## src/shared/ifunc_pkg.sv

```systemverilog
package ifunc_pkg;

    // ----------------------------------------------------------------
    // primary addressing
    // ----------------------------------------------------------------
    localparam logic [4:0] ADDR_MAX      = 5'h1e;   // highest usable primary address
    localparam logic [2:0] GRP_LISTEN    = 3'h1;    // bits 6:5 = 01 listen group
    localparam logic [2:0] GRP_TALK      = 3'h2;    // bits 6:5 = 10 talk group
    localparam int         GRP_POS       = 5;       // group field position
    localparam logic [4:0] ADDR_UNASSIGN = 5'h1f;   // unlisten / untalk code

    // ----------------------------------------------------------------
    // interface command codes (seven bits, parity bit ignored)
    // ----------------------------------------------------------------
    localparam logic [6:0] CMD_GTL = 7'h01;
    localparam logic [6:0] CMD_SDC = 7'h04;
    localparam logic [6:0] CMD_GET = 7'h08;
    localparam logic [6:0] CMD_LLO = 7'h11;
    localparam logic [6:0] CMD_DCL = 7'h14;
    localparam logic [6:0] CMD_SPE = 7'h18;
    localparam logic [6:0] CMD_SPD = 7'h19;

    // ----------------------------------------------------------------
    // status byte layout and reset values
    // ----------------------------------------------------------------
    localparam int         RSV_BIT    = 6;          // request-service bit in status byte
    localparam logic [7:0] BYTE_RESET = 8'h00;
    localparam int         FIFO_DEPTH = 8;
    localparam int         DATA_W     = 8;

    // ----------------------------------------------------------------
    // types
    // ----------------------------------------------------------------
    typedef enum logic [1:0] {
        TRIG_CONT,
        get_trigger_mode_first,
        get_trigger_mode_second,
        TRIG_OTHER
    } trig_mode_t;

    // logical levels: 1 means the line is asserted (true)
    typedef struct packed {
        logic [7:0] dio;
        logic       dav;
        logic       nrfd;
        logic       ndac;
        logic       eoi;
        logic       atn;
        logic       ren;
        logic       ifc;
        logic       srq;
    } bus_in_t;

    // lines this end may pull; ATN, IFC and REN are never among them
    typedef struct packed {
        logic [7:0] dio;
        logic       dav;
        logic       nrfd;
        logic       ndac;
        logic       eoi;
        logic       srq;
    } bus_drv_t;

    typedef struct packed {
        logic [7:0] data;
        logic       last;
    } tx_word_t;

endpackage

```

## src/verilog/rx_fifo.sv

```systemverilog
`timescale 1ns/100ps
module rx_fifo #(
    parameter int WIDTH = 8,
    parameter int DEPTH = 8
) (
    // clock and control
    input  wire logic             sys_clk,
    input  wire logic             sys_rst,
    input  wire logic             ce,
    // fill side
    input  wire logic             in_valid,
    input  wire logic [WIDTH-1:0] in_data,
    output logic                  in_ready,
    // drain side
    output logic                  out_valid,
    output logic [WIDTH-1:0]      out_data,
    input  wire logic             out_ready
);
    localparam int PW = $clog2(DEPTH);
    localparam int CW = $clog2(DEPTH + 1);

    typedef struct packed {
        logic [DEPTH-1:0][WIDTH-1:0] mem;
        logic [PW-1:0]               wp;
        logic [PW-1:0]               rp;
        logic [CW-1:0]               cnt;
        logic                        ov;
        logic [WIDTH-1:0]            od;
    } fifo_st_t;

    fifo_st_t r;
    fifo_st_t next_r;
    logic     push;
    logic     pop;
    logic     room;

    // the prefetched output word counts toward depth, so the buffer holds DEPTH words in all
    assign room = (r.cnt + CW'(r.ov)) != CW'(DEPTH);

    // ----------------------------------------------------------------
    // next state: output word is prefetched into a register
    // ----------------------------------------------------------------
    always_comb begin
        next_r = r;
        push   = in_valid && room;
        pop    = (r.cnt != '0) && (!r.ov || out_ready);
        if (r.ov && out_ready) begin
            next_r.ov = 1'b0;
        end
        if (push) begin
            next_r.mem[r.wp] = in_data;
            next_r.wp        = (r.wp == PW'(DEPTH - 1)) ? '0 : r.wp + 1'b1;
        end
        if (pop) begin
            next_r.od = r.mem[r.rp];
            next_r.ov = 1'b1;
            next_r.rp = (r.rp == PW'(DEPTH - 1)) ? '0 : r.rp + 1'b1;
        end
        next_r.cnt = r.cnt + CW'(push) - CW'(pop);
    end

    always_ff @(posedge sys_clk) begin
        if (sys_rst) begin
            r <= '0;
        end else if (ce) begin
            r <= next_r;
        end
    end

    assign in_ready  = room;
    assign out_valid = r.ov;
    assign out_data  = r.od;

endmodule // rx_fifo

```

## src/verilog/bus_ifunc.sv

```systemverilog
`timescale 1ns/100ps
module bus_ifunc
    import ifunc_pkg::*;
#(
    parameter int FIFO_W = ifunc_pkg::DATA_W,
    parameter int FIFO_D = ifunc_pkg::FIFO_DEPTH
) (
    // clock, reset, enable
    input  wire logic                    sys_clk,
    input  wire logic                    sys_rst,
    input  wire logic                    ce,
    // bus lines: sampled level, driven level, enable
    input  wire ifunc_pkg::bus_in_t      bus_in,
    output ifunc_pkg::bus_drv_t          bus_out,
    output ifunc_pkg::bus_drv_t          bus_oe,
    // configuration
    input  wire logic [4:0]              primary_addr,
    input  wire logic                    talk_only,
    input  wire ifunc_pkg::trig_mode_t   trig_mode,
    // outgoing data from the instrument
    input  wire logic                    tx_valid,
    input  wire ifunc_pkg::tx_word_t     tx_word,
    output logic                         tx_ready,
    // received device-dependent data
    output logic                         rx_valid,
    output logic [FIFO_W-1:0]            rx_data,
    input  wire logic                    rx_ready,
    // service request and status
    input  wire logic                    service_req,
    input  wire logic [7:0]              status_byte,
    // front panel
    input  wire logic                    panel_local,
    output logic                         panel_enable,
    // state and events
    output logic                         talk_addressed,
    output logic                         listen_addressed,
    output logic                         remote,
    output logic                         lockout,
    output logic                         dev_clear,
    output logic                         reading_start
);
    import ifunc_pkg::*;

    // ----------------------------------------------------------------
    // state
    // ----------------------------------------------------------------
    typedef enum logic [1:0] {AH_IDLE, AH_NRDY, AH_READY, AH_DONE} ah_t;
    typedef enum logic [1:0] {SH_IDLE, SH_SETUP, SH_DAV, SH_HOLD}  sh_t;

    typedef struct packed {
        ah_t        ah;
        sh_t        sh;
        logic       tads;
        logic       lads;
        logic       spms;
        logic       rem;
        logic       llo;
        logic       srq_pend;
        logic       push;
        logic [7:0] rx_byte;
        logic       poll_byte;
        logic       tx_done;
        bus_drv_t   drv;
        bus_drv_t   oe;
        logic       clr;
        logic       trig;
        logic       pnl;
    } st_t;

    st_t  r;
    st_t  next_r;
    logic fifo_in_ready;

    // ----------------------------------------------------------------
    // received data buffer
    // ----------------------------------------------------------------
    rx_fifo #(
        .WIDTH (FIFO_W),
        .DEPTH (FIFO_D)
    ) u_rx_fifo (
        .sys_clk   (sys_clk),
        .sys_rst   (sys_rst),
        .ce        (ce),
        .in_valid  (r.push),
        .in_data   (FIFO_W'(r.rx_byte)),
        .in_ready  (fifo_in_ready),
        .out_valid (rx_valid),
        .out_data  (rx_data),
        .out_ready (rx_ready)
    );

    // ----------------------------------------------------------------
    // decode helpers
    // ----------------------------------------------------------------
    logic       addr_ok;
    logic       acc_on;
    logic       src_on;
    logic [6:0] cmd;
    logic       is_mla;
    logic       is_mta;
    logic       is_ota;
    logic       is_unl;
    logic       is_unt;

    // address out of range never matches, so the device stays unaddressed
    always_comb begin
        addr_ok = (primary_addr <= ADDR_MAX);
        cmd     = bus_in.dio[6:0];
        is_mla  = addr_ok && (cmd == {GRP_LISTEN[1:0], primary_addr});
        is_mta  = addr_ok && (cmd == {GRP_TALK[1:0], primary_addr});
        is_ota  = (cmd[6:GRP_POS] == GRP_TALK[1:0]) && !is_mta
                  && (cmd[4:0] != ADDR_UNASSIGN);
        is_unl  = (cmd == {GRP_LISTEN[1:0], ADDR_UNASSIGN});
        is_unt  = (cmd == {GRP_TALK[1:0], ADDR_UNASSIGN});
        // acceptor joins in for every command and for data when listening
        acc_on  = bus_in.atn || r.lads;
        // source only runs while ATN is false
        src_on  = !bus_in.atn && (r.tads || talk_only);
    end

    // ----------------------------------------------------------------
    // next-state logic
    // ----------------------------------------------------------------
    always_comb begin
        next_r         = r;
        next_r.push    = 1'b0;
        next_r.tx_done = 1'b0;
        next_r.clr     = 1'b0;
        next_r.trig    = 1'b0;
        // parallel poll and controller lines are simply not in bus_drv_t
        next_r.oe.srq  = 1'b0;

        // ---- acceptor handshake ----
        case (r.ah)
            AH_IDLE: begin
                next_r.oe.nrfd = 1'b0;
                next_r.oe.ndac = 1'b0;
                if (acc_on) begin
                    next_r.ah      = AH_NRDY;
                    next_r.oe.nrfd = 1'b1;
                    next_r.oe.ndac = 1'b1;
                end
            end
            AH_NRDY: begin
                // data byte waits for buffer room; back-pressure holds NRFD
                if (!acc_on) begin
                    next_r.ah = AH_IDLE;
                end else if (bus_in.atn || fifo_in_ready) begin
                    next_r.ah      = AH_READY;
                    next_r.oe.nrfd = 1'b0;
                end
            end
            AH_READY: begin
                if (!acc_on) begin
                    next_r.ah = AH_IDLE;
                end else if (!bus_in.atn && !fifo_in_ready) begin
                    next_r.ah      = AH_NRDY;
                    next_r.oe.nrfd = 1'b1;
                end else if (bus_in.dav) begin
                    next_r.ah      = AH_DONE;
                    next_r.rx_byte = bus_in.dio;
                    next_r.oe.nrfd = 1'b1;
                    next_r.oe.ndac = 1'b0;
                    if (!bus_in.atn) begin
                        next_r.push = r.lads;
                    end
                end
            end
            AH_DONE: begin
                // hold NDAC released until the source drops DAV
                if (!bus_in.dav) begin
                    next_r.ah      = acc_on ? AH_NRDY : AH_IDLE;
                    next_r.oe.ndac = acc_on;
                    next_r.oe.nrfd = acc_on;
                end
            end
            default: begin
                next_r.ah = AH_IDLE;
            end
        endcase

        // ---- interface command decode on a freshly accepted byte ----
        if (r.ah == AH_READY && next_r.ah == AH_DONE && bus_in.atn) begin
            if (is_mla) begin
                next_r.lads = 1'b1;
                next_r.tads = 1'b0;
                if (bus_in.ren) begin
                    next_r.rem = 1'b1;
                end
            end
            if (is_unl) begin
                next_r.lads = 1'b0;
            end
            if (is_mta) begin
                next_r.tads = 1'b1;
                next_r.lads = 1'b0;
            end
            if (is_unt || is_ota) begin
                next_r.tads = 1'b0;
            end
            case (cmd)
                CMD_LLO: begin
                    next_r.llo = bus_in.ren;
                end
                CMD_DCL: begin
                    next_r.clr = 1'b1;
                end
                CMD_SDC: begin
                    next_r.clr = r.lads;
                end
                CMD_GTL: begin
                    if (r.lads) begin
                        next_r.rem = 1'b0;
                    end
                end
                CMD_GET: begin
                    next_r.trig = r.lads && (trig_mode == get_trigger_mode_first
                                  || trig_mode == get_trigger_mode_second);
                end
                CMD_SPE: begin
                    next_r.spms = 1'b1;
                end
                CMD_SPD: begin
                    next_r.spms = 1'b0;
                end
                default: begin
                end
            endcase
        end

        // ---- source handshake ----
        case (r.sh)
            SH_IDLE: begin
                next_r.oe.dio = '0;
                next_r.oe.eoi = 1'b0;
                next_r.oe.dav = 1'b0;
                if (src_on && (r.spms || tx_valid)) begin
                    next_r.sh        = SH_SETUP;
                    next_r.poll_byte = r.spms;
                    next_r.oe.dio    = '1;
                    if (r.spms) begin
                        next_r.drv.dio          = status_byte;
                        next_r.drv.dio[RSV_BIT] = r.srq_pend;
                        next_r.oe.eoi           = 1'b0;
                    end else begin
                        next_r.drv.dio = tx_word.data;
                        next_r.oe.eoi  = tx_word.last;
                    end
                end
            end
            SH_SETUP: begin
                // one cycle of settling before DAV, and only once all are ready
                if (!src_on) begin
                    next_r.sh = SH_IDLE;
                end else if (!bus_in.nrfd) begin
                    next_r.sh     = SH_DAV;
                    next_r.oe.dav = 1'b1;
                end
            end
            SH_DAV: begin
                if (!src_on) begin
                    next_r.sh     = SH_IDLE;
                    next_r.oe.dav = 1'b0;
                end else if (!bus_in.ndac) begin
                    next_r.sh      = SH_HOLD;
                    next_r.oe.dav  = 1'b0;
                    next_r.tx_done = !r.poll_byte;
                end
            end
            SH_HOLD: begin
                // byte is gone; release data lines before the next one
                next_r.sh     = SH_IDLE;
                next_r.oe.dio = '0;
                next_r.oe.eoi = 1'b0;
            end
            default: begin
                next_r.sh = SH_IDLE;
            end
        endcase

        // polled request clears on delivery; a new request wins the same cycle
        if (r.sh == SH_DAV && next_r.sh == SH_HOLD && r.poll_byte) begin
            next_r.srq_pend = 1'b0;
        end
        if (service_req) begin
            next_r.srq_pend = 1'b1;
        end
        next_r.oe.srq = next_r.srq_pend;

        // ---- front panel return to local, refused under lockout ----
        if (panel_local && !r.llo) begin
            next_r.rem = 1'b0;
        end

        // ---- REN false drops remote and lockout ----
        if (!bus_in.ren) begin
            next_r.rem = 1'b0;
            next_r.llo = 1'b0;
        end

        // ---- interface clear overrides addressing ----
        if (bus_in.ifc) begin
            next_r.tads   = 1'b0;
            next_r.lads   = 1'b0;
            next_r.spms   = 1'b0;
            next_r.sh     = SH_IDLE;
            next_r.ah     = AH_IDLE;
            next_r.push   = 1'b0;
            next_r.oe.dio = '0;
            next_r.oe.dav = 1'b0;
            next_r.oe.eoi = 1'b0;
            next_r.oe.nrfd = 1'b0;
            next_r.oe.ndac = 1'b0;
        end

        // drivers are open-collector: the asserted value is constant
        next_r.drv.dav  = 1'b1;
        next_r.drv.nrfd = 1'b1;
        next_r.drv.ndac = 1'b1;
        next_r.drv.eoi  = 1'b1;
        next_r.drv.srq  = 1'b1;
        // panel usable only in local; lockout alone does not disable it
        next_r.pnl = !next_r.rem;
    end

    // ----------------------------------------------------------------
    // state register
    // ----------------------------------------------------------------
    always_ff @(posedge sys_clk) begin
        if (sys_rst) begin
            r         <= '0;
            r.ah      <= AH_IDLE;
            r.sh      <= SH_IDLE;
            r.rx_byte <= BYTE_RESET;
            r.pnl     <= 1'b1;
        end else if (ce) begin
            r <= next_r;
        end
    end

    // ----------------------------------------------------------------
    // outputs, all straight from the state register
    // ----------------------------------------------------------------
    assign bus_out          = r.drv;
    assign bus_oe           = r.oe;
    assign tx_ready         = r.tx_done;
    assign panel_enable     = r.pnl;
    assign talk_addressed   = r.tads;
    assign listen_addressed = r.lads;
    assign remote           = r.rem;
    assign lockout          = r.llo;
    assign dev_clear        = r.clr;
    assign reading_start    = r.trig;

endmodule // bus_ifunc

```

## config.mk

```make
export PLATFORM = sky130hd
export DESIGN_NAME = bus_ifunc
export DESIGN_NICKNAME = d
export VERILOG_FILES = /design/src/shared/ifunc_pkg.sv /design/src/verilog/rx_fifo.sv /design/src/verilog/bus_ifunc.sv
export SDC_FILE = /design/constraint.sdc
export NUM_CORES = 1
export LEC_CHECK = 0
export ABC_AREA = 1
export BUFFER_PORTS_ARGS = -buffer_cell sky130_fd_sc_hd__clkbuf_2
export CORE_MARGIN = 3
export CORE_UTILIZATION = 58
export DETAILED_ROUTE_END_ITERATION = 16
export PLACE_DENSITY = 0.81
export SYNTH_ARGS = -nofsm -noshare
export SYNTH_HDL_FRONTEND = slang
export SYNTH_SLANG_ARGS = --single-unit
export TNS_END_PERCENT = 50
```

## constraint.sdc

```tcl
create_clock -name sys_clk -period 2.7 [get_ports sys_clk]
set_clock_uncertainty 0.05 [all_clocks]
set_input_delay 0.405 -clock sys_clk [delete_from_list [all_inputs] [get_ports sys_clk]]
set_output_delay 0.405 -clock sys_clk [all_outputs]
set_load 0.005 [all_outputs]
```

-- After elaboration in Yosys (flattened, before gate mapping)
Index checks and enable logic that the tools add are counted.
W data, S select, Z words.
- register bits: 128
- input bits: 48
- output and inout bits: 43
- logic and storage cells: 214
- add/sub/neg operators: 5
- magnitude comparators: 4
- eq/ne operators: 38
- mux-type cells: 74
- bitwise logic cells: 1
- reduce and logical (&&, ||, !) cells: 57
- operator list (cell ; count):
    $bwmux W64 ; 1
    $mux W9 ; 5
    $mux W2 ; 20
    $mux W8 ; 4
    $eq A7 B5 Y1 const B ; 4
    $mux W1 ; 28
    $bmux W8 S3 ; 1
    $demux W8 S3 ; 1
    $ne A3 B3 Y1 const B ; 8
    $reduce_bool A4 Y1 ; 5
    $logic_and A1 B1 Y1 ; 17
    $eq A2 B2 Y1 const B ; 8
    $pmux W2 S4 ; 2
    $pmux W8 S2 ; 1
    $reduce_and A3 Y1 ; 5
    $mux W12 ; 1
    $ne A4 B4 Y1 const B ; 3
    $reduce_and A6 Y1 ; 2
    $reduce_and A2 Y1 ; 5
    $reduce_and A5 Y1 ; 2
    $add A4 B1 Y4 ; 2
    $lt A3 B4 Y1 const B ; 2
    $eq A7 B1 Y1 const B ; 1
    $eq A7 B3 Y1 const B ; 1
    25 further kinds ; 50

-- Depth between registers and ports, before layout
Gate-level depths: netlist of run 1.
- depth in word-level cells: 14
- depth in mapped cells: 19
- depth with buffers taken out: 19

-- By module
Synthesis of run 1 repeated with hierarchy kept, for this count alone.
- cells, all modules: 1016
- area, all modules: 6810.3 sq um
- by module, submodules not included (module ; times used ; cells an instance ; area each (sq um) ; seq. area each (sq um)):
    rx_fifo ; 1 ; 662 ; 4414.2 ; 1661.6
    bus_ifunc ; 1 ; 354 ; 2396.0 ; 760.7

-- Least setup slack after synthesis of run 1
No wires, ideal clock.
- path type: flip-flop to flip-flop
- start: register u_rx_fifo.r (netlist bit u_rx_fifo.out_valid)
- end: register u_rx_fifo.r[12] (netlist name)
- arrival time: 2.063 ns
- required time: 2.535 ns
- setup slack: 0.471 ns
- cell stages (with the launch flop): 15
- buffers on the path: 0
- clock period less this slack: 2.229 ns
- cells stage by stage: dfxtp_1 > ha_1 > ha_1 > nor2_1 > nand2_1 > nor2_2 > nand2_1 > and2_4 > ha_1 > inv_1 > nor2_1 > a211oi_1 > xor2_1 > o21ai_0 > inv_1
- cells in the longest elaborated chain, start to end: 5
- RTL lines (item ; line ; text):
    start, declared ; rx_fifo.sv:31 ; fifo_st_t r;
    start signal, assigned ; rx_fifo.sv:66 ; r <= next_r;
    $add A4 B1 Y4 ; rx_fifo.sv:38 ; assign room = (r.cnt + CW'(r.ov)) != CW'(DEPTH);
    $ne A4 B4 Y1 ; rx_fifo.sv:38 ;
    $logic_and A1 B1 Y1 ; rx_fifo.sv:45 ; push = in_valid && room;
    $add A4 B1 Y4 ; rx_fifo.sv:59 ; next_r.cnt = r.cnt + CW'(push) - CW'(pop);
    $sub A4 B1 Y4 (*) ; rx_fifo.sv:59 ;
Mark *: on every way between the ends. The rest lies on a longest branch, timed or not.
A chain may end at the register's enable or synchronous reset.

-- Final worst setup path of run 1
Ends and elaborated chain as after synthesis.

==> out/qor.yml, run 1 <==
yosys:
  netlist.top_cell.by_area: "dfxtp_1"
  yosysSeqAreaShare: 0.3867
  synth_edf_count: 0
  syn_nets: 932
  async_reset_ff_frac: 0
  synth_ff_type: "dfxtp_1"
  ys_types: 41
  synth-seq-cells: 121
  syn-cell-area_mm2: 0.006265
  synth_top_area_frac: 0.3867
  synthTopCellsByArea: "dfxtp_1 (39%), a21oi_1 (11%), o21ai_0 (8.1%)"
  yosysWarnings: 0
  synth_commonest_cells: "a21oi_1 (140), nand2_1 (130), dfxtp_1 (121)"
  syn_inst: 867
  syn_area_per_cell_um2: 7.226
  synth_most_common_cell: "a21oi_1"
sta:
  finalHoldViolations: 0
  slew_headroom: 0.4254
  drv_slew: 0
  rsz0062_at_grt: "no"
  tns_ns: 0
  min_period_ns: 2.366
  fin_crit_sh: 0.8764
  tightest_slew_ns: 0.8609
  finalSetupViolations: 0
  max_freq_ghz: 0.4226
die:
  die_h_um: 109.9
  ioPinCount: 91
  die_area_mm2: 0.01208
  placementRows: 37
  die_w_um: 109.9
  core_mm2: 0.01042
  start_util: 0.6014
global_route:
  met1_usage: 0.3488
  grt_most_used_layer: "met2"
  grt_overflow: 0
  grt_pass1_wl_mm: 25.10
  grt_usage: 0.2636
  grt_use_met3: 0.05872
  grt_pass1_vias: 5256
  grt_max_degree: 62
  antenna_found_initial: 0
  met2_usage: 0.4255
place:
  port_buffers: 87
  dp_cells: 1020
  place.gp.congestion: 0.9237
  post-dp-hpwl_mm: 9.998
  placed_cell_area_mm2: 0.006476
routing:
  drc: 0
  drt_iter0_drc: 420
  vias: 5776
  wl_per_cell_um: 14.38
  dr.pass1.iters: 5
  routed_wl_mm: 15.10
  vias_per_cell: 5.501
  ant_nets: 0
finish:
  final_nets: 968
  area_growth_pct: 11.46
  fin_area_mm2: 0.006983
  drive_gt1_frac: 0.1674
  diodes: 0
  finalNonFillerCells: 1050
cts:
  clock_sinks: 121
  root_buffer: "clkbuf_8"
  post_cts_buffers: 0
  clockBufferDepth: 2
  cts_buffers: 17
  cts_resized: 0
  path_clk_slew_ns: 0.06
  ctsHoldBuffers: 0
  cts_tree: "done"
  cts.htree.levels: 4
  clkLatencyLatePin_ns: 0.52
power_and_ir_drop:
  swShare: 0.2633
  sequentialPowerShare: 0.423
  power.leakage_nw: 2.846
  pwr-share-comb: 0.141
  intPower_mw: 3.279
  ir_drop_mv: 0.4322
  clkPwrFrac: 0.436
  cellPowerDensity_mw_per_mm2: 637.4
  switching_power_mw: 1.172
job:
  drv_cap: 0
worst_setup_path:
  endpoint_kind: "flop"
  worstPathArrival_ns: 2.73
  setup.worst_path.start_class: "flop"
  required_ns: 3.07
  cp_max_fo: 4
  worstSetupPathType: "reg -> reg"
worst_hold_path:
  hp-class: "in -> reg"
run_status:
  status: "finished clean"
kinds of logic after synthesis:
family	synth area share
AO/OA/AOI/OAI	0.2367
AND/OR/NAND/NOR	0.1935
buffers and inverters	0.1382
flip-flops	0.3867
adder cells (fa/ha/maj)	0.03515
XOR/XNOR	0.009786
area by class of cell:
| class | count | area (um^2) |
|---|---|---|
| fill | 932 | 3433 |
| multi-input combinational | 565 | 2977 |
| sequential | 121 | 2422 |
| timing repair buffer | 101 | 540.5 |
| clock buffer | 27 | 491.7 |
| inverter | 97 | 366.6 |
| tap | 136 | 170.2 |
| clock inverter | 3 | 15.01 |
power groups by stage:
stage | Clock [mW] | Sequential, mW | Combinational [mW]
after global placement | 0 | 1.92 | 0.612
after CTS | 1.96 | 1.88 | 0.626
after floorplan | 0 | 1.90 | 0.482
after global routing | 2.05 | 1.89 | 0.714
final | 1.94 | 1.88 | 0.627
after detailed placement | 0 | 1.92 | 0.622
state kept, by name, indices dropped and copies added (netlist names):
signal,flops
u_rx_fifo.r,74
r,15
bus_out,9
u_rx_fifo.out_data,8
bus_oe,6
dev_clear,1
listen_addressed,1
lockout,1
panel_enable,1
reading_start,1
remote,1
talk_addressed,1
tx_ready,1
u_rx_fifo.out_valid,1
worst paths after layout:
check                      start         endpoint  slack (ns)  depth (start not counted)
max          u_rx_fifo.out_valid  u_rx_fifo.r[12]        0.33                         14
min                  service_req        bus_oe[0]        0.08                          3
max reg2reg  u_rx_fifo.out_valid  u_rx_fifo.r[12]        0.33                         14
min reg2reg      u_rx_fifo.r[73]  u_rx_fifo.r[73]        0.40                          2
layout by cell type (no fill, tap or decap), drive strengths merged:
cell and count:
nor3 4, nor2 41, buf 14, clkinv 6, clkbuf 114, nand3 66
a21oi 143, ha 16, nor3b 1, a2111oi 1, xor2 5, nor4 2
dfxtp 121, o22ai 1, a211oi 5, nand4 7, nand2 138, o21ai 106
and2 2, xnor2 2, a31oi 12, fa 1, inv 94, o211ai 11
o221a 1
critical path, cell delays in order, from the launching register on:
cell      delay (ns)
dfxtp_1         0.33
ha_1            0.24
ha_1            0.30
nor2_1          0.10
nand2_1         0.07
nor2_2          0.11
nand2_1         0.09
and2_4          0.16
ha_1            0.19
inv_1           0.08
nor2_1          0.05
a211oi_1        0.21
xor2_1          0.09
o21ai_0         0.15
inv_1           0.05
metal layers:
metal / share of wire / vias up
met2: 0.47 / 219
met4: 0.024 / 0
met5: 0 / -
li1: - / 2942
met1: 0.43 / 2582
met3: 0.073 / 33
metrics by stage:
step / setup slack (ns) / power, mW / utilization / hold slack, ns
finish: 0.3337 / 4.451 / 0.6704 / 0.08163
global route: 0.07554 / 4.652 / 0.6704 / 0.07851
detailed placement: 0.3235 / 2.541 / 0.6217 / 0.3937
floorplan: 0.4713 / 2.383 / - / 0.3740
global placement: 0.3632 / 2.529 / 0.6217 / 0.3891
CTS: 0.3046 / 4.467 / 0.6704 / 0.06975
Note: power is estimated with default switching activity, not from simulation.
==> run 2: changes to the inputs <==
--- a/config.mk
+++ b/config.mk
@@ -5,13 +5,13 @@
 export SDC_FILE = /design/constraint.sdc
 export NUM_CORES = 1
 export LEC_CHECK = 0
-export ABC_AREA = 1
 export BUFFER_PORTS_ARGS = -buffer_cell sky130_fd_sc_hd__clkbuf_2
 export CORE_MARGIN = 3
 export CORE_UTILIZATION = 58
 export DETAILED_ROUTE_END_ITERATION = 16
-export PLACE_DENSITY = 0.81
+export PLACE_DENSITY = 0.84
 export SYNTH_ARGS = -nofsm -noshare
 export SYNTH_HDL_FRONTEND = slang
+export SYNTH_HIERARCHICAL = 1
 export SYNTH_SLANG_ARGS = --single-unit
 export TNS_END_PERCENT = 50
==> run 2 against run 1 <==
  * Register-to-register slack worse by 0.31 ns
  * Global-route usage is 1.4 points lower
  * Sequential cell count stayed put
  * Maximum frequency is 12% lower
  * Critical endpoint is now r[43]
==> out/qor.yml, run 2 <==
sta:
  tns_ns: 0  # unchanged
  drv_slew: 0  # unchanged
  fin_crit_sh: 0.9925  # +0.1161
  finalSetupViolations: 0  # unchanged
  finalHoldViolations: 0  # unchanged
  tightest_slew_ns: 0.9347  # +0.07380 ns
  max_freq_ghz: 0.3732  # -12%
  rsz0062_at_grt: "yes"
  slew_headroom: 0.3768  # -0.04857
  min_period_ns: 2.680  # +0.3135 ns
  fin_ws_ns: 0.02027  # -0.3135 ns
power_and_ir_drop:
  ir_drop_mv: 0.6958  # +61%
  cellPowerDensity_mw_per_mm2: 728.7  # +14%
  power.leakage_nw: 3.175  # +12%
global_route:
  grt_pass1_wl_mm: 25.44  # +1.4%
  grt_max_degree: 81  # +31%
  grt_pass1_vias: 5239  # -0.32%
  antenna_found_initial: 0  # unchanged
  grt_usage: 0.2494  # -0.01422
  grt_overflow: 0  # unchanged
finish:
  diodes: 0  # unchanged
  finalNonFillerCells: 853  # -19%
  fin_util: 0.7070  # +0.03658
  fin_area_mm2: 0.007462  # +6.9%
  final_common_cell: "dfxtp_1"
  layout_common_cells: "dfxtp_1 (117), mux2i_1 (88), clkbuf_2 (86)"
  area_growth_pct: 16.03
  drive_gt1_frac: 0.2538  # +0.08644
  fillers: 745  # -20%
  final_nets: 769  # -21%
  largest_reg_flops: 74  # unchanged
  largest-register: "u_rx_fifo/r"
die:
  placementRows: 37  # unchanged
  core_mm2: 0.01056  # +1.3%
  start_util: 0.6093  # +0.007852
  die_w_um: 111.3  # +1.2%
  ioPinCount: 91  # unchanged
  die_h_um: 111.3  # +1.2%
  die_area_mm2: 0.01239  # +2.5%
run_status:
  status: "finished clean"
worst_setup_path:
  required_ns: 3.09  # +0.02 ns
  worstSetupPathType: "reg -> reg"
  worstPathArrival_ns: 3.07  # +0.34 ns
  slowest_stage: "or4b_4"
  setup.worst_path.start_class: "flop"
  setup.worst_path.start: "u_rx_fifo/r[9]"
  endpoint_kind: "flop"
  rr_startpoint: "u_rx_fifo/r[9]"
  critPathMaxStageDelay_ns: 0.57  # +0.24 ns
  reg2reg_slack_ns: 0.02  # -0.31 ns
  critical_path.endpoint: "r[43]"
  timing.rr.end: "r[43]"
  r2r_cells: 8  # -6
  worstPathCellList: "ha_4 -> and3b_2 -> o211ai_4 -> a21oi_4 -> or4b_4 -> a31o_4 -> or4b_1 -> a31oi_1"
  cp_max_fo: 4  # unchanged
routing:
  vias_per_cell: 5.960  # +8.3%
  dr.pass1.iters: 5  # unchanged
  drc: 0  # unchanged
  drt_iter0_drc: 235  # -44%
  routed_wl_mm: 14.74  # -2.4%
  wl_per_cell_um: 17.28  # +20%
  vias: 5084  # -12%
  ant_nets: 0  # unchanged
yosys:
  synth_edf_count: 0  # unchanged
  syn_area_per_cell_um2: 9.744  # +35%
  syn-cell-area_mm2: 0.006431  # +2.7%
  netlist.top_cell.by_area: "dfxtp_1"
  ys_types: 66  # +61%
  async_reset_ff_frac: 0  # unchanged
  synth-seq-cells: 121  # unchanged
  synth_top_area_frac: 0.3767  # -0.01000
  synth_most_common_cell: "dfxtp_1"
  syn_nets: 725  # -22%
  yosysWarnings: 6  # +6
  syn_inst: 660  # -24%
  synth_ff_type: "dfxtp_1"
  synth_commonest_cells: "dfxtp_1 (121), mux2i_1 (88), nand2b_1 (83)"
  yosysSeqAreaShare: 0.3767  # -0.01000
  synthTopCellsByArea: "dfxtp_1 (38%), mux2i_1 (14%), nand2b_1 (8.1%)"
cts:
  cts_buffers: 17  # unchanged
  clock_sinks: 121  # unchanged
  root_buffer: "clkbuf_8"
  clkLatencyLatePin_ns: 0.53  # about the same
  cts_tree: "done"
  cts.htree.levels: 4  # unchanged
  path_clk_slew_ns: 0.06  # about the same
  clockBufferDepth: 2  # unchanged
  ctsHoldBuffers: 0  # unchanged
place:
  dp_cells: 817  # -20%
  port_buffers: 87  # unchanged
  post-dp-hpwl_mm: 9.667  # -3.3%
  place.gp.congestion: 0.8535  # -7.6%
  placed_cell_area_mm2: 0.006711  # +3.6%
  dp_worst_setup_slack_ns: 0.05541  # -0.2680 ns
job:
  drv_cap: 0  # unchanged
worst_hold_path:
  hp-class: "in -> reg"
-- run 2: cell types whose count changed in the layout (fill, tap and decap cells not counted), moves of 10 or more --
cell | before | now
nor2_1 | 33 | 57
mux4_2 | 0 | 16
nor3_1 | 4 | 15
nand2b_1 | 0 | 83
nand3_1 | 63 | 3
mux2i_1 | 0 | 88
a21oi_1 | 140 | 17
inv_1 | 91 | 13
o21ai_0 | 102 | 12
nand2_1 | 130 | 20
o211ai_1 | 11 | 1
-- run 2: how the worst min path moves through the flow --
stage,from,end,depth (start not counted)
2_1_floorplan,bus_oe[1],bus_oe[1],2
4_1_cts,service_req,bus_oe[0],3
3_3_place_gp,bus_oe[1],bus_oe[1],2
5_1_grt,service_req,bus_oe[0],3
3_5_place_dp,bus_oe[1],bus_oe[1],2
6_report,service_req,bus_oe[0],3
-- run 2: where the power goes --
part	switching (mW)	internal, mW	leakage, nW
Combinational	0.578	0.474	1.89
Sequential	0.0607	1.89	0.981
Clock	0.843	1.59	0.308
Total	1.48	3.96	3.18
-- run 2: stage by stage --
step | hold WS, ns | power, mW
5_1_grt | 0.07753 | 5.691
2_1_floorplan | 0.3867 | 2.747
3_5_place_dp | 0.4039 | 2.938
4_1_cts | 0.03426 | 5.378
3_3_place_gp | 0.3942 | 2.890
6_report | 0.05334 | 5.438
-- run 2: cell families (layout without fill, tap and decap cells) --
| family | after synthesis | after routing | share of synthesized area |
|---|---|---|---|
| AOI/OAI and AO/OA | 83 | 83 | 0.08600 |
| xor gates and xnor gates | 9 | 9 | 0.01226 |
| adders and majority gates | 17 | 17 | 0.03424 |
| buffers and inverters | 92 | 149 | 0.07840 |
| DFF | 121 | 121 | 0.3767 |
| muxes | 104 | 104 | 0.1930 |
| and+or+nand+nor | 234 | 234 | 0.2195 |
-- run 2: layout make-up --
cell class                 instances  area, um^2  area share
multi-input combinational        447        3586      0.4805
sequential                       121        2435      0.3263
timing repair buffer             103       580.6     0.07780
clock buffer                      17       414.1     0.05550
clock inverter                    15       224.0     0.03001
tap                              136       170.2     0.02280
inverter                          14       52.55    0.007042
-- run 2: what timing repair did --
| action | CTS | global route |
|---|---|---|
| pin swaps | 1 | 9 |
| setup buffers | 0 | 4 |
| gates resized for setup | 2 | 17 |
| setup endpoints to repair | 4 | 9 |
-- run 2: per-layer routing --
| layer | track usage | routed length [um] | vias up |
|---|---|---|---|
| met1 | 0.3010 | 6063 | 2461 |
| met4 | 0.08273 | 303 | 0 |
| li1 | - | - | 2402 |
| met3 | 0.06932 | 901 | 33 |
| met5 | 0 | 0 | - |
| met2 | 0.4302 | 7473 | 188 |
-- run 2: critical path: cells and delay by family, from the launching register on --
kind                       cells  cell delay (ns)
and+or+nand+nor                3             1.25
AOI/OAI and AO/OA              4             0.77
DFF                            1             0.36
adders and majority gates      1             0.17
